$ cat src/mute_seq_pkg.sv
// shared constants for the channel fault and mute sequencer
package mute_seq_pkg;
    localparam int NUM_CH = 4;
    localparam int RAMP_W = 10;
    localparam logic [RAMP_W-1:0] RAMP_FULL = 10'h3FF;
    // thresholds as fractions of the bypass reference (full scale)
    localparam logic [RAMP_W-1:0] LVL_TENTH = 10'h066;
    localparam logic [RAMP_W-1:0] LVL_THIRD = 10'h155;
    localparam logic [RAMP_W-1:0] LVL_TWO_THIRD = 10'h2AA;
    localparam logic [RAMP_W-1:0] LVL_NINE_TENTH = 10'h399;
    localparam logic [RAMP_W-1:0] RAMP_RST = 10'h000;
    localparam logic [7:0] GAIN_MAX = 8'hFF;
    // ramp step period standing in for the capacitor time constant
    localparam real STEP_NS = 1000.0;
    localparam real CLK_NS = 50.0;
    localparam int STEP_CYC = int'(STEP_NS / CLK_NS);
    localparam logic [1:0] MODE_FLOAT = 2'h0;
    localparam logic [1:0] MODE_MUTE = 2'h1;
    localparam logic [1:0] MODE_PLAY = 2'h2;
    typedef enum logic [1:0] {
        ST_FLOAT = 2'b00,
        ST_MUTE = 2'b01,
        ST_PLAY = 2'b11,
        ST_DIAG = 2'b10
    } ch_state_e;
endpackage

$ cat src/ramp_if.sv
// ramp level shared between the ramp generator and the sequencer
`timescale 1ns/100ps
`default_nettype none
interface ramp_if;
    import mute_seq_pkg::*;
    logic go_up;
    logic step;
    logic [RAMP_W-1:0] level;
    modport gen (input go_up, input step, output level);
    modport user (output go_up, output step, input level);
endinterface
`default_nettype wire

$ cat src/ramp_gen.sv
// gain ramp pin voltage model, moved one step per enable
`timescale 1ns/100ps
`default_nettype none
module ramp_gen
    import mute_seq_pkg::*;
(
    input wire logic ref_clk,
    input wire logic nrst,
    ramp_if.gen rif
);
    logic [RAMP_W-1:0] level_r;

    always_ff @(posedge ref_clk or negedge nrst) begin
        if (!nrst) begin
            level_r <= RAMP_RST;
        end else if (rif.step) begin
            if (rif.go_up && level_r != RAMP_FULL) begin
                level_r <= level_r + 10'h001;
            end else if (!rif.go_up && level_r != RAMP_RST) begin
                level_r <= level_r - 10'h001;
            end
        end
    end

    assign rif.level = level_r;
endmodule
`default_nettype wire

$ cat src/fault_mute_seq.sv
// channel fault handling and mute/play sequencing top
`timescale 1ns/100ps
`default_nettype none
module fault_mute_seq
    import mute_seq_pkg::*;
#(
    parameter int OC_TIME_CYC = 200
)(
    input wire logic ref_clk,
    input wire logic nrst,
    input wire logic [1:0] mode_cmd,
    input wire logic mode_cmd_valid,
    input wire logic [NUM_CH-1:0] cycle_limit,
    input wire logic [NUM_CH-1:0] clip_det,
    input wire logic [NUM_CH-1:0] dc_fault,
    input wire logic [NUM_CH-1:0] diag_req,
    input wire logic [NUM_CH-1:0] load_open,
    input wire logic [NUM_CH-1:0] load_short,
    input wire logic [NUM_CH-1:0] fault_clear,
    input wire logic bridged_parallel,
    output logic [7:0] gain,
    output logic mute_entered,
    output logic play_entered,
    output logic [NUM_CH-1:0] outputs_floating_state,
    output logic [NUM_CH-1:0] overcurrent_trip,
    output logic [NUM_CH-1:0] dc_flag,
    output logic [NUM_CH-1:0] open_flag,
    output logic [NUM_CH-1:0] short_flag,
    output logic warn_indicator_n,
    output logic alert_n
);
    // refuse timer lengths the 16-bit counter cannot serve
    if (OC_TIME_CYC < 1 || OC_TIME_CYC > 65535) begin : g_bad_par
        $error("OC_TIME_CYC out of range");
    end

    ramp_if rif ();
    ramp_gen u_ramp (.ref_clk(ref_clk), .nrst(nrst), .rif(rif));

    // pin-side inputs pass two flops
    logic [NUM_CH-1:0] cl_s1, cl_s2, cp_s1, cp_s2, dc_s1, dc_s2;
    logic [NUM_CH-1:0] op_s1, op_s2, sh_s1, sh_s2;
    always_ff @(posedge ref_clk or negedge nrst) begin
        if (!nrst) begin
            cl_s1 <= '0; cl_s2 <= '0; cp_s1 <= '0; cp_s2 <= '0;
            dc_s1 <= '0; dc_s2 <= '0; op_s1 <= '0; op_s2 <= '0;
            sh_s1 <= '0; sh_s2 <= '0;
        end else begin
            cl_s1 <= cycle_limit; cl_s2 <= cl_s1;
            cp_s1 <= clip_det; cp_s2 <= cp_s1;
            dc_s1 <= dc_fault; dc_s2 <= dc_s1;
            op_s1 <= load_open; op_s2 <= op_s1;
            sh_s1 <= load_short; sh_s2 <= sh_s1;
        end
    end

    // step enable divider
    logic [7:0] div_r;
    logic step_r;
    always_ff @(posedge ref_clk or negedge nrst) begin
        if (!nrst) begin
            div_r <= 8'h00;
            step_r <= 1'b0;
        end else if (div_r == 8'(STEP_CYC - 1)) begin
            div_r <= 8'h00;
            step_r <= 1'b1;
        end else begin
            div_r <= div_r + 8'h01;
            step_r <= 1'b0;
        end
    end

    // global mode target; ramp direction set by command
    logic play_tgt_r;
    always_ff @(posedge ref_clk or negedge nrst) begin
        if (!nrst) begin
            play_tgt_r <= 1'b0;
        end else if (mode_cmd_valid) begin
            play_tgt_r <= (mode_cmd == MODE_PLAY);
        end
    end
    assign rif.go_up = play_tgt_r;
    assign rif.step = step_r;

    // gain map from ramp level: zero below 1/3, full above 2/3
    function automatic logic [7:0] gain_of(input logic [RAMP_W-1:0] lv);
        logic [RAMP_W-1:0] d;
        d = '0;
        if (lv <= LVL_THIRD) begin
            return 8'h00;
        end else if (lv >= LVL_TWO_THIRD) begin
            return GAIN_MAX;
        end
        // scale the third-wide span onto the full gain range, no jump at 2/3
        d = (lv - LVL_THIRD) * 10'h003;
        return d[9:2];
    endfunction

    always_ff @(posedge ref_clk or negedge nrst) begin
        if (!nrst) begin
            gain <= 8'h00;
        end else begin
            gain <= gain_of(rif.level);
        end
    end

    always_ff @(posedge ref_clk or negedge nrst) begin
        if (!nrst) begin
            mute_entered <= 1'b1;
            play_entered <= 1'b0;
        end else begin
            if (play_tgt_r) begin
                mute_entered <= 1'b0;
                if (rif.level >= LVL_NINE_TENTH) begin
                    play_entered <= 1'b1;
                end
            end else begin
                play_entered <= 1'b0;
                if (rif.level <= LVL_TENTH) begin
                    mute_entered <= 1'b1;
                end
            end
        end
    end

    // per-channel state, timers and latched flags
    ch_state_e st_r [NUM_CH];
    logic [15:0] oc_cnt_r [NUM_CH];
    logic [NUM_CH-1:0] active;
    always_comb begin
        for (int i = 0; i < NUM_CH; i++) begin
            active[i] = (st_r[i] == ST_MUTE) || (st_r[i] == ST_PLAY);
        end
    end

    for (genvar c = 0; c < NUM_CH; c++) begin : g_ch
        logic oc_hit;
        logic dc_hit;
        assign oc_hit = active[c] && cl_s2[c]
            && oc_cnt_r[c] == 16'(OC_TIME_CYC - 1);
        assign dc_hit = (st_r[c] == ST_PLAY) && dc_s2[c];

        always_ff @(posedge ref_clk or negedge nrst) begin
            if (!nrst) begin
                oc_cnt_r[c] <= 16'h0000;
            end else if (active[c] && cl_s2[c]) begin
                oc_cnt_r[c] <= oc_cnt_r[c] + 16'h0001;
            end else begin
                oc_cnt_r[c] <= 16'h0000;
            end
        end

        // hard mute into floating; diag only from floating
        always_ff @(posedge ref_clk or negedge nrst) begin
            if (!nrst) begin
                st_r[c] <= ST_FLOAT;
            end else if (oc_hit || dc_hit) begin
                st_r[c] <= ST_FLOAT;
            end else if (st_r[c] == ST_DIAG) begin
                st_r[c] <= ST_FLOAT;
            end else if (st_r[c] == ST_FLOAT && diag_req[c]) begin
                st_r[c] <= ST_DIAG;
            end else if (mode_cmd_valid
                    && !overcurrent_trip[c] && !dc_flag[c]) begin
                case (mode_cmd)
                    MODE_PLAY: st_r[c] <= ST_PLAY;
                    MODE_MUTE: st_r[c] <= ST_MUTE;
                    default: st_r[c] <= ST_FLOAT;
                endcase
            end
        end

        // latched flags, set wins over clear
        always_ff @(posedge ref_clk or negedge nrst) begin
            if (!nrst) begin
                overcurrent_trip[c] <= 1'b0;
                dc_flag[c] <= 1'b0;
            end else begin
                overcurrent_trip[c] <= oc_hit
                    || (overcurrent_trip[c] && !fault_clear[c]);
                dc_flag[c] <= dc_hit || (dc_flag[c] && !fault_clear[c]);
            end
        end

        always_ff @(posedge ref_clk or negedge nrst) begin
            if (!nrst) begin
                open_flag[c] <= 1'b0;
                short_flag[c] <= 1'b0;
            end else if (st_r[c] == ST_DIAG) begin
                open_flag[c] <= op_s2[c];
                short_flag[c] <= sh_s2[c];
            end
        end

        always_ff @(posedge ref_clk or negedge nrst) begin
            if (!nrst) begin
                outputs_floating_state[c] <= 1'b1;
            end else begin
                outputs_floating_state[c] <= !active[c] || oc_hit || dc_hit;
            end
        end
    end

    always_ff @(posedge ref_clk or negedge nrst) begin
        if (!nrst) begin
            warn_indicator_n <= 1'b1;
        end else begin
            warn_indicator_n <= !(|(active & cl_s2)
                || |(cp_s2 & {st_r[3] == ST_PLAY, st_r[2] == ST_PLAY,
                    st_r[1] == ST_PLAY, st_r[0] == ST_PLAY}));
        end
    end

    always_ff @(posedge ref_clk or negedge nrst) begin
        if (!nrst) begin
            alert_n <= 1'b1;
        end else begin
            alert_n <= !(|overcurrent_trip || |dc_flag);
        end
    end

    logic unused_par;
    assign unused_par = bridged_parallel;
endmodule
`default_nettype wire

$ cat config.mk
export PLATFORM = sky130hd
export DESIGN_NAME = fault_mute_seq
export DESIGN_NICKNAME = d
export VERILOG_FILES = /design/src/mute_seq_pkg.sv /design/src/ramp_if.sv /design/src/ramp_gen.sv /design/src/fault_mute_seq.sv
export SDC_FILE = /design/constraint.sdc
export NUM_CORES = 1
export LEC_CHECK = 0
export BUFFER_PORTS_ARGS = -buffer_cell sky130_fd_sc_hd__buf_4
export CAP_MARGIN = 15
export CORE_UTILIZATION = 59
export CTS_CLUSTER_SIZE = 8
export DETAILED_ROUTE_END_ITERATION = 10
export HOLD_SLACK_MARGIN = 0.02
export PLACE_DENSITY_LB_ADDON = 0.15
export SETUP_SLACK_MARGIN = 0.05
export SYNTH_ARGS = -nofsm -noshare
export SYNTH_HDL_FRONTEND = slang
export SYNTH_SLANG_ARGS = --single-unit
$ cat constraint.sdc
create_clock -name ref_clk -period 3.5 [get_ports ref_clk]
set_input_delay 0.875 -clock ref_clk [delete_from_list [all_inputs] [get_ports ref_clk]]
set_output_delay 0.875 -clock ref_clk [all_outputs]
set_load 0.01 [all_outputs]
==> impl_metrics.yaml <==
run_status:
  status: "complete, no violations"
detailed_routing:
  drtPass1Iterations: 5
  vias_per_cell: 5.57
  drt_wl_total_um: 15000
  drt_iter0_markers: 344
  drt-wirelength-per-cell_um: 15.6
  final_antenna_net_count: 0
  drc_errors: 0
  vias: 5363
final_layout:
  fillers: 900
  antenna_cells: 0
  final_common_cell: "dfrtp_1"
  nets: 843
  drive_gt1_frac: 0.169
  area_growth_pct: 16.8
  mostFrequentLayoutCells: "dfrtp_1, nor2_1, buf_4"
critical_path:
  endpoint_kind: "flop"
  reg2reg_slack_ns: 0.40
  path_class: "reg -> reg"
  reg2reg_to: "gain[7]"
  reg2reg_depth: 13
  worstPathMaxFanout: 3
  worstPathArrival_ns: 3.37
  start_kind: "flop"
  reg2reg_from: "u_ramp.rif.level[1]"
  critPathSlowestCell: "fa_1"
  crit_path_cell_trace: "inv_1 -> ha_1 -> nand2b_1 -> and2_1 -> inv_1 -> fa_1 -> nor2b_2 -> o31ai_1 -> a21oi_1 -> a211oi_2 -> nor3_2 -> xor2_1 -> o221ai_2"
  cp_num_buf_inv: 2
  crit_top_cell: "inv_1"
  worst_path_largest_cell_delay_ns: 0.46
  cp_top_family: "simple AND/OR/NAND/NOR gates"
  worstPathRequired_ns: 3.78
pwr:
  p_leak_nw: 3.91
  power.density_nw_per_um2: 765
  ir_drop_mv: 0.610
  total_power_mw: 6.71
sta:
  slew_headroom: 0.521
  fin_tns_setup_ns: 0
  layout_worst_path_cycle_share: 0.885
  setup_viol: 0
  period_needed_ns: 3.10
  rsz0062_at_grt: "no"
  hold_ws_ns: 0.348
  slew_viol_final: 0
  skew_ns: 0.00820
  fmax_ghz: 0.323
  hold_viol_final: 0
  worst_pin_slew_ns: 0.712
floorplan:
  io_pins: 66
  chipHeight_um: 115
  coreArea_um2: 12200
  num_rows: 40
  die_w_um: 115
  start_util: 0.615
  die_area_um2: 13200
synthesis:
  synth_nets: 767
  ys.warnings.count: 0
  synth-async-reset-ratio: 1.00
  synth.distinct_cells: 63
  ys.flop_type: "dfrtp_1"
  synth-edff-count: 0
  syn_inst: 705
  ys_seq_elements: 164
  synth_area_per_cell_um2: 10.7
  yosysSeqAreaShare: 0.548
  syn_area_um2: 7510
worst_hold_path:
  holdPathStages: 0
  worst_hold_path_type: "reg -> reg"
  min_to: "sh_s2[1]"
  min_from: "sh_s1[1]"
clock_network:
  cts_root_buffer: "clkbuf_16"
  clock_sinks: 164
  clk_latency_ns: 0.42
  ctsHoldBuffers: 0
  clkTransAtPathRegs_ns: 0.06
  h-tree-depth: 4
  cts_tree: "built"
  cts_buffers: 17
  postCtsSetupBuffers: 0
  cts_max_path_buffers: 2
  post_cts_resized: 0
placed_design:
  dp.final_hpwl_um: 10600
  gp_congestion: 0.827
  io_buffers: 64
global_route:
  grt_usage: 0.250
  grt_max_degree: 65
  grt_pass1_wl_um: 25300
  gr-total-overflow: 0
  grt_antenna_before_repair: 0
  grt_pass1_vias: 5503
flow_run:
  cap_violations: 0
[worst max path at each step]
stage,to,start,slack (ns),cells past startpoint
5_1_grt,gain[7],u_ramp.rif.level[1],0.20,13
2_1_floorplan,gain[7],u_ramp.rif.level[0],0.61,13
4_1_cts,gain[7],u_ramp.rif.level[1],0.41,13
6_report,gain[7],u_ramp.rif.level[1],0.40,13
3_3_place_gp,gain[7],u_ramp.rif.level[0],0.55,13
3_5_place_dp,gain[7],u_ramp.rif.level[1],0.45,13
[report_power, final]
group	internal, mW	switching, mW
Combinational	1.15	1.28
Sequential	2.20	0.271
Clock	1.08	0.738
[registers in the layout, summed over array words and instances (netlist names), 4 cells and up]
| register | flops |
|---|---|
| oc_cnt_r | 64 |
| u_ramp.rif.level | 10 |
| div_r | 8 |
| gain | 8 |
| st_r | 8 |
| cl_s1 | 4 |
| cl_s2 | 4 |
| cp_s1 | 4 |
| cp_s2 | 4 |
| dc_flag | 4 |
| dc_s1 | 4 |
| dc_s2 | 4 |
| op_s1 | 4 |
| op_s2 | 4 |
| open_flag | 4 |
| outputs_floating_state | 4 |
| overcurrent_trip | 4 |
| sh_s1 | 4 |
| sh_s2 | 4 |
| short_flag | 4 |
[per-layer routing]
metal,global-route usage,share of wire,up-vias,wire [µm]
li1,-,-,2578,-
met2,0.429,0.51,136,7580
met5,0,0,-,0
met3,0.0601,0.041,22,619
met1,0.315,0.44,2627,6570
met4,0.0823,0.015,0,228
[synth_stat cells, drive strengths merged, types with 3 or more instances]
| cell type | n | share of area |
|---|---|---|
| or4 | 3 | 0.0030 |
| inv | 22 | 0.011 |
| a211oi | 5 | 0.0057 |
| xor2 | 46 | 0.054 |
| nor3 | 12 | 0.0087 |
| nor4 | 12 | 0.010 |
| ha | 26 | 0.043 |
| buf | 7 | 0.0078 |
| and2 | 3 | 0.0025 |
| nand3 | 42 | 0.028 |
| nor2b | 10 | 0.0097 |
| mux2 | 10 | 0.015 |
| and3 | 21 | 0.017 |
| nor2 | 91 | 0.046 |
| nand2 | 55 | 0.028 |
| o21bai | 3 | 0.0030 |
| dfrtp | 157 | 0.52 |
| or2 | 3 | 0.0025 |
| a21o | 7 | 0.0070 |
| a21oi | 25 | 0.017 |
| dfstp | 7 | 0.024 |
| o21a | 6 | 0.0060 |
| clkbuf | 10 | 0.0050 |
| nand2b | 6 | 0.0050 |
| o21ai | 43 | 0.029 |
| or3 | 10 | 0.0083 |
| xnor2 | 30 | 0.037 |
| nand4 | 8 | 0.0067 |
[final cells by class]
class / count / area (µm²) / area share
Clock buffer: 22 / 454 / 0.0518
Clock inverter: 10 / 124 / 0.0141
Inverter: 22 / 82.6 / 0.00941
Multi-Input combinational cell: 502 / 3220 / 0.367
Sequential cell: 164 / 4110 / 0.469
Tap cell: 168 / 210 / 0.0240
Timing Repair Buffer: 74 / 572 / 0.0652
[through the flow]
step	setup slack [ns]	instance area [µm²]	instances	utilization
2_1_floorplan	0.606	7510	705	-
3_3_place_gp	0.546	8200	930	0.671
3_5_place_dp	0.453	8200	930	0.671
6_report	0.404	8770	962	0.718
5_1_grt	0.202	8770	962	0.718
4_1_cts	0.409	8770	962	0.718
[kinds of logic after synthesis]
logic type,Yosys count,synth area share
muxes,11,0.0163
and+or+nand+nor,279,0.179
adders and majority gates,28,0.0487
AOI/OAI and AO/OA,108,0.0936
xor gates and xnor gates,76,0.0911
DFF,164,0.548
buffers and inverters,39,0.0238
(Power assumes the default switching activity.)
